## src/core/ipfm_pkg.sv

```systemverilog
// Package: register map, field layouts, reset values and timing for the position monitor
package ipfm_pkg;
  // ****************************************************************
  // Register offsets (byte addresses)
  // ****************************************************************
  localparam logic [7:0] OFF_WINDOW   = 8'h00;
  localparam logic [7:0] OFF_DWELL    = 8'h04;
  localparam logic [7:0] OFF_FAULT    = 8'h08;
  localparam logic [7:0] OFF_INHIBIT  = 8'h0C;
  localparam logic [7:0] OFF_LOCK     = 8'h10;
  localparam logic [7:0] OFF_MOTLIM   = 8'h14;
  localparam logic [7:0] OFF_IDLECUR  = 8'h18;
  localparam logic [7:0] OFF_IDLEDLY  = 8'h1C;
  localparam logic [7:0] OFF_CTRL     = 8'h20;
  localparam logic [7:0] OFF_STATUS   = 8'h24;
  localparam logic [7:0] OFF_IRQSTAT  = 8'h28;
  localparam logic [7:0] OFF_IRQMASK  = 8'h2C;
  localparam logic [7:0] OFF_POSERR   = 8'h30;

  // ****************************************************************
  // Limits and reset values
  // ****************************************************************
  localparam logic [14:0] WINDOW_MAX    = 15'h7FFF;
  localparam logic [14:0] DWELL_MAX     = 15'h7530;
  localparam logic [14:0] DWELL_RST     = 15'h000A;
  localparam logic [14:0] FAULT_MIN     = 15'h0001;
  localparam logic [14:0] FAULT_RST     = 15'h7FFF;
  localparam logic [6:0]  TORQUE_MAX    = 7'h64;
  localparam logic [1:0]  INHIBIT_RST   = 2'h3;
  localparam logic [1:0]  INH_CLOSED    = 2'h1;
  localparam logic [1:0]  INH_OPEN      = 2'h2;
  localparam logic [3:0]  MODE_STEPDIR  = 4'h7;
  localparam logic [14:0] WINDOW_RST    = 15'h000A;
  localparam logic [14:0] MOTLIM_RST    = 15'h000A;
  localparam logic [15:0] IDLECUR_RST   = 16'h0000;
  localparam logic [15:0] IDLEDLY_RST   = 16'h0032;

  // ****************************************************************
  // Control / status bit positions
  // ****************************************************************
  localparam int CTRL_STEPPER = 0;
  localparam int CTRL_ALTTICK = 1;
  localparam int CTRL_MODE_LO = 4;
  localparam int IRQ_INPOS    = 0;
  localparam int IRQ_FAULT    = 1;
  localparam int IRQ_NVSAVE   = 2;
  localparam int IRQ_BITS     = 3;

  // ****************************************************************
  // Tick timing: control cycle in ns and the derived count
  // ****************************************************************
  localparam int CLK_NS       = 5;
  localparam int TICK_NS      = 200000;
  localparam int TICK_ALT_NS  = 250000;
  localparam int TICK_CYC     = TICK_NS / CLK_NS;
  localparam int TICK_ALT_CYC = TICK_ALT_NS / CLK_NS;

  // Non-volatile save request travelling out of the block
  typedef struct packed {
    logic        req;
    logic [15:0] data;
  } ipfm_nv_t;
endpackage

```

## src/core/ipfm_top.sv

```systemverilog
// Position supervision block: in-position dwell, fault, motion output, inhibit, idle current
// Notes on behaviour
// - In position only after error stays inside window for full dwell time.
// - Dwell counted in control ticks of 200 us, or 250 us alternate.
// - Dwell setting read/write, range 0 to 30000, default 10 ticks.
// - In-position window is a static count limit, host settable and readable.
// - Servo: fault raised when following error reaches limit 1 to 32767.
// - Stepper: setting is stall torque 0 to 100, used after save and repower; torque in use is always 127, taken from the register's reset value.
// - Inhibit selector 1 closed, 2 open, 3 general input; default 3.
// - Inhibit acts only on pulse position command in step-direction mode 7.
// - Panel lock 0 allows front panel edits, 1 refuses; default 0.
// - Servo: motion output held during move until error within limit.
// - In-position status bit uses the same positioning-limit criterion.
// - Stepper: idle current only after delay since last step.
// - Idle current write updates level and commits to storage at once.
// - Window accepts limits 0 to 32767 counts.
`timescale 1ns/10ps
`default_nettype none
module ipfm_top #(
  parameter int TICK_CYCLES     = ipfm_pkg::TICK_CYC,     // Normal tick length
  parameter int TICK_ALT_CYCLES = ipfm_pkg::TICK_ALT_CYC  // Alternate tick length
) (
  input  wire logic        sys_clk,        // 200 MHz clock
  input  wire logic        rst_b,          // Async reset, active low
  input  wire logic        psel,           // APB select
  input  wire logic        penable,        // APB enable
  input  wire logic        pwrite,         // APB direction
  input  wire logic [7:0]  paddr,          // APB byte address
  input  wire logic [31:0] pwdata,         // APB write data
  output logic      [31:0] prdata,         // APB read data
  output logic             pready,         // APB ready
  output logic             pslverr,        // APB error
  input  wire logic [15:0] posError,       // Signed following error, same clock
  input  wire logic        moving,         // Move in progress, same clock
  input  wire logic        stepPulse,      // Step issued, same clock
  input  wire logic        pulseCmdIn,     // Pulse position command in, same clock
  input  wire logic        inhibitInput,   // Inhibit pin, asynchronous
  input  wire logic        panelWrReq,     // Front panel edit request
  output logic             panelWrAllow,   // Panel edit granted
  output logic             pulseCmdOut,    // Gated pulse command
  output logic             inPosition,     // Dwell-qualified in-position flag
  output logic             motionOut,      // Motion output
  output logic             positionFault,  // Position fault error
  output logic             idleActive,     // Phase current at idle level
  output logic      [15:0] idleCurrent,    // Active idle level
  output logic      [6:0]  stallTorque,    // Stall torque in use (after repower)
  output var ipfm_pkg::ipfm_nv_t nvSave,   // Non-volatile commit request
  output logic             irq             // Level interrupt
);

  // ****************************************************************
  // Registers
  // ****************************************************************
  // Settings: a refused write leaves these untouched
  logic [14:0] windowQ, dwellQ, faultQ, motLimQ;
  logic [1:0]  inhibitQ;
  logic        lockQ;
  logic [15:0] idleCurQ, idleDlyQ;
  logic [7:0]  ctrlQ;
  localparam int IPFM_B = ipfm_pkg::IRQ_BITS;
  logic [IPFM_B-1:0] irqStatQ, irqMaskQ;
  // Stall torque in use and the flag that it has been loaded
  logic [6:0]  torqueNvQ;
  logic        torqueLoaded;
  // Inhibit pin synchroniser, two stages
  logic [1:0]  inhSync;
  // Tick divider: 18 bits hold the longer 250 us tick at 200 MHz
  logic [17:0] tickCntQ;
  // Dwell count stops one past the setting, so 15 bits still suffice
  logic [14:0] dwellCntQ;
  // Idle count stops one past the setting, hence one bit wider
  logic [16:0] idleCntQ;
  // Internal copies of status, read back through the status word
  logic        inPosQ, nearQ, faultQ_s;

  // ****************************************************************
  // Bus decode
  // ****************************************************************
  // Writes land at the access edge only; a read is sampled at setup so
  // the registered data stands through the single access cycle
  wire         wrEn   = psel & penable & pwrite;
  wire         rdPh   = psel & ~penable & ~pwrite;
  wire         hit    = (paddr <= ipfm_pkg::OFF_POSERR) && (paddr[1:0] == 2'h0);
  wire         wrWin  = wrEn && paddr == ipfm_pkg::OFF_WINDOW;
  wire         wrDwl  = wrEn && paddr == ipfm_pkg::OFF_DWELL;
  wire         wrFlt  = wrEn && paddr == ipfm_pkg::OFF_FAULT;
  wire         wrInh  = wrEn && paddr == ipfm_pkg::OFF_INHIBIT;
  wire         wrLck  = wrEn && paddr == ipfm_pkg::OFF_LOCK;
  wire         wrMlm  = wrEn && paddr == ipfm_pkg::OFF_MOTLIM;
  wire         wrIcr  = wrEn && paddr == ipfm_pkg::OFF_IDLECUR;
  wire         wrIdl  = wrEn && paddr == ipfm_pkg::OFF_IDLEDLY;
  wire         wrCtl  = wrEn && paddr == ipfm_pkg::OFF_CTRL;
  wire         wrIst  = wrEn && paddr == ipfm_pkg::OFF_IRQSTAT;
  wire         wrMsk  = wrEn && paddr == ipfm_pkg::OFF_IRQMASK;
  // Variant and control mode come from the control register
  wire         stepper = ctrlQ[ipfm_pkg::CTRL_STEPPER];
  wire  [3:0]  ctlMode = ctrlQ[ipfm_pkg::CTRL_MODE_LO +: 4];

  // Out-of-range values are refused: the register keeps its old value
  // Refusing instead of clamping keeps a bad host value from quietly
  // becoming a different limit than the host believes it wrote
  // Unmapped places raise the error flag; read-only ones drop the write
  // dwell range
  wire dwlOk = pwdata[31:15] == 17'h0 && pwdata[14:0] <= ipfm_pkg::DWELL_MAX;
  wire winOk = pwdata[31:15] == 17'h0;
  // One register serves both variants: the stepper bit picks the range
  // fault limit range, torque range on stepper
  wire fltOk = pwdata[31:15] == 17'h0 && (stepper ?
               pwdata[14:0] <= {8'h00, ipfm_pkg::TORQUE_MAX} :
               pwdata[14:0] >= ipfm_pkg::FAULT_MIN);
  wire inhOk = pwdata[31:2] == 30'h0 && pwdata[1:0] != 2'h0;
  wire lckOk = pwdata[31:1] == 31'h0;
  wire mlmOk = pwdata[31:15] == 17'h0;

  // Read mux
  // Unmapped offsets read as zero; the error flag tells the host why
  logic [31:0] rdMux;
  always_comb begin
    case (paddr)
      ipfm_pkg::OFF_WINDOW:  rdMux = {17'h0, windowQ};
      ipfm_pkg::OFF_DWELL:   rdMux = {17'h0, dwellQ};
      ipfm_pkg::OFF_FAULT:   rdMux = {17'h0, faultQ};
      ipfm_pkg::OFF_INHIBIT: rdMux = {30'h0, inhibitQ};
      ipfm_pkg::OFF_LOCK:    rdMux = {31'h0, lockQ};
      ipfm_pkg::OFF_MOTLIM:  rdMux = {17'h0, motLimQ};
      ipfm_pkg::OFF_IDLECUR: rdMux = {16'h0, idleCurQ};
      ipfm_pkg::OFF_IDLEDLY: rdMux = {16'h0, idleDlyQ};
      ipfm_pkg::OFF_CTRL:    rdMux = {24'h0, ctrlQ};
      // Status word: idle, fault, near limit, in position, inhibit pin
      ipfm_pkg::OFF_STATUS:  rdMux = {27'h0, idleActive, faultQ_s, nearQ, inPosQ, inhSync[1]};
      ipfm_pkg::OFF_IRQSTAT: rdMux = {29'h0, irqStatQ};
      ipfm_pkg::OFF_IRQMASK: rdMux = {29'h0, irqMaskQ};
      ipfm_pkg::OFF_POSERR:  rdMux = {16'h0, posError};
      default:               rdMux = 32'h0;
    endcase
  end

  // Bus answer: pready one cycle after setup, so every access has one wait-free access phase
  // Ready depends only on the setup cycle, so no address decode sits in its path
  // The error flag is formed in that same setup cycle from the decoded address
  // Read data is latched at setup and so reflects the state one cycle early
  always_ff @(posedge sys_clk or negedge rst_b) begin
    if (!rst_b) begin
      prdata  <= 32'h0;
      pready  <= 1'b0;
      pslverr <= 1'b0;
    end else begin
      prdata  <= rdPh ? rdMux : prdata;
      pready  <= psel & ~penable;
      pslverr <= psel & ~penable & ~hit;
    end
  end

  // Settings registers
  // Defaults other than lock, control and mask come from the package so software and logic agree
  // Each setting has its own write strobe; all but idle level, idle delay, control and mask have a range check
  always_ff @(posedge sys_clk or negedge rst_b) begin
    if (!rst_b) begin
      windowQ  <= ipfm_pkg::WINDOW_RST;
      dwellQ   <= ipfm_pkg::DWELL_RST;
      faultQ   <= ipfm_pkg::FAULT_RST;
      inhibitQ <= ipfm_pkg::INHIBIT_RST;
      lockQ    <= 1'b0;
      motLimQ  <= ipfm_pkg::MOTLIM_RST;
      idleCurQ <= ipfm_pkg::IDLECUR_RST;
      idleDlyQ <= ipfm_pkg::IDLEDLY_RST;
      ctrlQ    <= 8'h00;
      irqMaskQ <= 3'h0;
    end else begin
      if (wrWin && winOk) windowQ <= pwdata[14:0];
      if (wrDwl && dwlOk) dwellQ <= pwdata[14:0];
      // fault limit, shared with the stepper torque setting
      if (wrFlt && fltOk) faultQ <= pwdata[14:0];
      if (wrInh && inhOk) inhibitQ <= pwdata[1:0];
      if (wrLck && lckOk) lockQ <= pwdata[0];
      if (wrMlm && mlmOk) motLimQ <= pwdata[14:0];
      // idle level takes effect at once
      if (wrIcr) idleCurQ <= pwdata[15:0];
      if (wrIdl) idleDlyQ <= pwdata[15:0];
      if (wrCtl) ctrlQ <= pwdata[7:0];
      if (wrMsk) irqMaskQ <= pwdata[2:0];
    end
  end

  // ****************************************************************
  // Position supervision
  // ****************************************************************
  // The error magnitude is taken once and shared by all three compares;
  // the most negative error maps to 32768, which trips every limit
  wire [15:0] absErr  = posError[15] ? 16'(-posError) : posError;
  // Window and limit compares include the end point: equal counts as inside
  wire        inWin   = absErr <= {1'b0, windowQ};
  wire        inLim   = absErr <= {1'b0, motLimQ};
  // fault only on servo; on a stepper the register holds torque
  wire        fltHit  = ~stepper && absErr >= {1'b0, faultQ};
  // tick length picks the 200 us or 250 us control cycle
  wire [17:0] tickLen = ctrlQ[ipfm_pkg::CTRL_ALTTICK] ? 18'(TICK_ALT_CYCLES - 1)
                                                      : 18'(TICK_CYCLES - 1);
  wire        tick    = tickCntQ >= tickLen;
  // the free-running tick makes the first counted tick partial, so one
  // extra tick is counted and the dwell is never short; zero needs none
  wire        dwellDone = (dwellQ == 15'h0) || (dwellCntQ > dwellQ);

  // control tick divider
  // Counting to length minus one gives exactly that many cycles per tick
  always_ff @(posedge sys_clk or negedge rst_b) begin
    if (!rst_b) tickCntQ <= 18'h0;
    else        tickCntQ <= tick ? 18'h0 : tickCntQ + 18'h1;
  end

  // Dwell counter and in-position flag
  always_ff @(posedge sys_clk or negedge rst_b) begin
    if (!rst_b) begin
      dwellCntQ <= 15'h0;
      inPosQ    <= 1'b0;
    end else begin
      if (!inWin) dwellCntQ <= 15'h0;
      else if (tick && !dwellDone) dwellCntQ <= dwellCntQ + 15'h1;
      inPosQ <= inWin && dwellDone;
    end
  end

  // Motion output, fault and limit-based in-position
  // Motion output drops once the error is inside the limit, even mid-move
  always_ff @(posedge sys_clk or negedge rst_b) begin
    if (!rst_b) begin
      nearQ     <= 1'b0;
      faultQ_s  <= 1'b0;
      motionOut <= 1'b0;
    end else begin
      // same limit criterion as motion output
      nearQ     <= inLim;
      faultQ_s  <= fltHit;
      // held active in a move until within limit
      motionOut <= moving & ~inLim;
    end
  end

  // ****************************************************************
  // Inhibit, panel, idle current, stall torque
  // ****************************************************************
  // Pin is asynchronous: two-flop sync, only the second stage is read
  // A pin pulse shorter than a clock may be missed; the pin is a level
  always_ff @(posedge sys_clk or negedge rst_b) begin
    if (!rst_b) inhSync <= 2'h0;
    else        inhSync <= {inhSync[0], inhibitInput};
  end

  // closed / open selection
  // Code 3 matches neither compare, leaving the pin free for general use
  wire inhAct = (inhibitQ == ipfm_pkg::INH_CLOSED &&  inhSync[1]) ||
                (inhibitQ == ipfm_pkg::INH_OPEN   && ~inhSync[1]);
  // only in step-direction mode
  // Outside the step-direction mode the pin never touches the pulse path
  wire blockPulse = inhAct && ctlMode == ipfm_pkg::MODE_STEPDIR;

  // Idle delay counter restarts on each step; stepper only
  // A move in progress counts as stepping even between pulses
  // one extra tick is counted, as for the dwell, so the delay is never short
  wire idleDone = (idleDlyQ == 16'h0) || (idleCntQ > {1'b0, idleDlyQ});
  always_ff @(posedge sys_clk or negedge rst_b) begin
    if (!rst_b) begin
      idleCntQ   <= 17'h0;
      idleActive <= 1'b0;
    end else begin
      if (stepPulse || moving) idleCntQ <= 17'h0;
      else if (tick && !idleDone) idleCntQ <= idleCntQ + 17'h1;
      idleActive <= stepper && !stepPulse && !moving && idleDone;
    end
  end

  // Stall torque sampled once after reset release, standing in for repower
  // The shared register is read at the first edge out of reset; later
  // writes change the register but not the torque in use
  always_ff @(posedge sys_clk or negedge rst_b) begin
    if (!rst_b) begin
      torqueLoaded <= 1'b0;
      torqueNvQ    <= 7'h0;
    end else if (!torqueLoaded) begin
      torqueLoaded <= 1'b1;
      torqueNvQ    <= faultQ[6:0];
    end
  end

  // Outputs and NV commit
  // Every output is a flop: the one-cycle lag buys clean output timing
  always_ff @(posedge sys_clk or negedge rst_b) begin
    if (!rst_b) begin
      pulseCmdOut  <= 1'b0;
      panelWrAllow <= 1'b0;
      idleCurrent  <= ipfm_pkg::IDLECUR_RST;
      nvSave       <= '0;
      inPosition   <= 1'b0;
      positionFault <= 1'b0;
      stallTorque  <= 7'h0;
    end else begin
      pulseCmdOut   <= pulseCmdIn & ~blockPulse;
      panelWrAllow  <= panelWrReq & ~lockQ;
      idleCurrent   <= idleCurQ;
      nvSave.req    <= wrIcr;
      // Data follows the bus every cycle; only the cycle with req set counts
      nvSave.data   <= pwdata[15:0];
      inPosition    <= inPosQ;
      positionFault <= faultQ_s;
      stallTorque   <= torqueNvQ;
    end
  end

  // ****************************************************************
  // Interrupts: set wins over write-one-to-clear
  // ****************************************************************
  wire [2:0] irqEv   = {nvSave.req, fltHit & ~faultQ_s, inWin & dwellDone & ~inPosQ};
  wire [2:0] irqClr  = wrIst ? pwdata[2:0] : 3'h0;
  // Status and output share one next value, so the line follows a clear
  // in the very cycle that it lands; a mask write shows one cycle later
  wire [2:0] irqNext = (irqStatQ & ~irqClr) | irqEv;
  always_ff @(posedge sys_clk or negedge rst_b) begin
    if (!rst_b) begin
      irqStatQ <= 3'h0;
      irq      <= 1'b0;
    end else begin
      irqStatQ <= irqNext;
      irq      <= |(irqNext & irqMaskQ);
    end
  end

endmodule
`default_nettype wire

```

## config.mk

```make
export PLATFORM = sky130hd
export DESIGN_NAME = ipfm_top
export DESIGN_NICKNAME = d
export VERILOG_FILES = /design/src/core/ipfm_pkg.sv /design/src/core/ipfm_top.sv
export SDC_FILE = /design/constraint.sdc
export NUM_CORES = 1
export LEC_CHECK = 0
export ABC_AREA = 1
export BUFFER_PORTS_ARGS = -buffer_cell sky130_fd_sc_hd__buf_2
export CAP_MARGIN = 20
export CORE_AREA = 2 2 174 176
export CTS_BUF_LIST = sky130_fd_sc_hd__clkbuf_16
export DETAILED_ROUTE_END_ITERATION = 7
export DIE_AREA = 0 0 176 178
export SETUP_SLACK_MARGIN = 0.3
export SLEW_MARGIN = 10
export SYNTH_ARGS = -nofsm -noshare
export SYNTH_HDL_FRONTEND = slang
export SYNTH_SLANG_ARGS = --single-unit
```

## constraint.sdc

```tcl
create_clock -name sys_clk -period 5 [get_ports sys_clk]
set_input_delay 0.75 -clock sys_clk [delete_from_list [all_inputs] [get_ports sys_clk]]
set_output_delay 0.75 -clock sys_clk [all_outputs]
set_load 0.02 [all_outputs]
```

==> results.yml <==
status:
  status: "completed"
power_and_ir_drop:
  p_leak_uw: 0.00721
  peakVddDrop_uv: 234
  powerDensity_mw_per_mm2: 289
place:
  gp_congestion: 0.949
  placed_cells: 2089
  dp_slack_ns: 0.790
  dp_hpwl_mm: 29.6
  io_buffer_count: 130
  placed_area_sq_mm: 0.0141
timing:
  worst_slew_pin_slew_ns: 0.998
  slew_viol_final: 0
  relSlewSlack_pct: 33.3
  finalSetupViolations: 0
  fin_crit_sh_pct: 74.0
  finClkSkew_ns: 0.0134
  finalSetupTns_ns: 0
  layout_min_cycle_time_ns: 3.70
  finalWorstSetupSlack_ns: 1.30
  whs_ns: 0.284
  fmax_mhz: 270
  rsz0062_at_grt: "false"
  hold_viol_final: 0
floorplan:
  row_count: 63
  start_util_pct: 44.3
  die_area_sq_mm: 0.0313
  chipWidth_um: 176
  io_pins: 147
  core_area_sq_mm: 0.0294
  die_y_um: 178
routing:
  ant_nets: 0
  viasPerCell: 5.28
  wire_per_inst_um: 18.6
  routed_wl_mm: 39.8
  first_pass_iters: 6
  vias: 11300
  drc: 0
  first_iter_violations: 965
grt:
  grt_max_degree: 104
  grt_pass1_vias: 10900
  track_usage_pct: 25.7
  overflow: 0
  grt_antenna_before_repair: 0
  grt_first_pass_wirelength_mm: 61.8
clock_network:
  cts_tree: "yes"
  cts_root_buf: "clkbuf_16"
  ctsHoldBuffers: 0
  ctsResizeCount: 0
  clkLatencyLatePin_ns: 0.55
  cts.clk_slew.worst_paths_ns: 0.06
  numCtsBuffers: 27
  cts_max_level: 1
  cts_setup_buffers: 0
  cts_buffer_depth: 3
  cts_sinks: 237
worst_setup_path:
  cp_common_cell: "nand3_1"
  critical_path_required_ns: 5.48
  crit_path_top_delay_cell: "nand2_2"
  critPathTopFamily: "simple AND/OR/NAND/NOR gates"
  cp_cell_sequence: "buf_2 > inv_1 > ha_1 > inv_1 > nor2_1 > nand4_1 > o31ai_1 > o21ai_0 > xor2_1 > ha_1 > nand3_1 > nor3_1 > nand4_1 > nand2_2 > nand3_1 > nand2_1 > nand2_1 > nand3_1"
  start_kind: "input port"
  worstSetupEndpointType: "flip-flop"
  critPathKind: "in -> reg"
  worst_ep_arrival_time_ns: 4.17
  critical_path_buf_inv_count: 3
  cpPeakStageDelay_ns: 0.48
  path_max_fanout: 32
logic_synthesis:
  netlist.area_leader.share_pct: 40.5
  synth.avg_cell_area_sq_um: 8.17
  synth_warnings: 0
  yosysSeqAreaShare_pct: 45.8
  synth_cell_types: 47
  synth_ff_type: "dfrtp_1"
  synth_edf_count: 0
  ys_async_sr_fraction_pct: 100
  syn_inst: 1594
  synth_seq_cells: 237
  synth_area_leaders: "dfrtp_1 (41%), nand2_1 (11%), ha_1 (8.5%)"
  netlist_area_sq_mm: 0.0130
  synth_top_area_cell: "dfrtp_1"
job:
  maxCapViolCount: 0
layout:
  final_area_sq_mm: 0.0149
  fin_cells: 2138
  area_growth_syn_to_layout_pct: 14.5
  drive_gt1_share_pct: 13.3
  fin_nets: 1883
  antenna_cells: 0
hold_path:
  worstHoldPathType: "in -> async"
[placed cells by master (no fill, tap or decap), types with 27 or more instances in the layout]
cell	synthesis	final
dfrtp_1	211	211
ha_1	89	89
o21ai_0	123	123
xor2_1	39	39
buf_2	15	129
nand2_1	384	384
nand3_1	98	98
a21oi_1	62	62
inv_1	197	206
nor2_1	115	115
clkbuf_16	0	27
[layout make-up]
type / count / area [sq um]
fill: 2866 / 14500
multi-input combinational: 1116 / 6070
sequential: 237 / 5960
timing repair buffer: 144 / 782
inverter: 202 / 758
clock buffer: 27 / 676
tap: 390 / 488
clock inverter: 22 / 174
[flip-flops by register name, indices dropped and copies added (netlist names), 2 cells and up]
name	flops
ctrlQ	8
dwellCntQ	15
dwellQ	15
faultQ	15
idleCntQ	17
idleCurQ	16
idleCurrent	16
idleDlyQ	16
inhSync	2
inhibitQ	2
irqMaskQ	3
irqStatQ	3
motLimQ	15
nvSave	17
prdata	16
stallTorque	7
tickCntQ	18
torqueNvQ	7
windowQ	15
[where the power goes]
group	total, uW	internal [uW]	switching (uW)	leakage (uW)
sequential	1970	1950	18.2	0.00309
clock	1940	1130	816	0.000447
combinational	400	119	281	0.00368
[cells by family (layout without fill, tap and decap cells)]
logic type,after synthesis,after routing,synth area share (%)
buf+inv,257,395,8.13
other cells,2,18,0.0577
simple gates,698,698,23.4
xor+xnor,44,44,2.96
compound gates,267,267,11.2
fa+ha+maj,89,89,8.55
flops,237,237,45.8
[routing by layer]
metal	share of wire (%)	global-route usage (%)
met3	6.8	3.99
met2	45	40.4
met5	0	0
met1	45	36.3
met4	3.4	9.02
[final timing paths]
check	start	endpoint	slack [ns]	cells after the start
setup / recovery	posError[0]	irq	1.30	18
hold / removal	rst_b	torqueLoaded	0.28	1
setup reg to reg	ctrlQ[1]	dwellCntQ[12]	1.90	11
hold reg to reg	inhSync[0]	inhSync[1]	0.35	0
max in group asynchronous	rst_b	idleCurrent[6]	3.59	2
min in group sys_clk	inhibitInput	inhSync[0]	0.32	1
[per-stage QoR]
step / utilization, % / power (uW)
2_1_floorplan: - / 2220
3_3_place_gp: 47.8 / 2390
3_5_place_dp: 47.8 / 2400
4_1_cts: 50.7 / 4350
5_1_grt: 50.7 / 4470
6_report: 50.7 / 4310
[Yosys cell counts (all sizes together) (25+ instances only)]
cell and n:
o22ai 25, nand3 100, a21oi 62, ha 89, dfstp 26, xor2 39, dfrtp 211, nand2 390
buf 35, nor3 30, nand4 25, o21ai 143, nor2 122, inv 201
No activity file was read; power rests on OpenSTA's default activity.
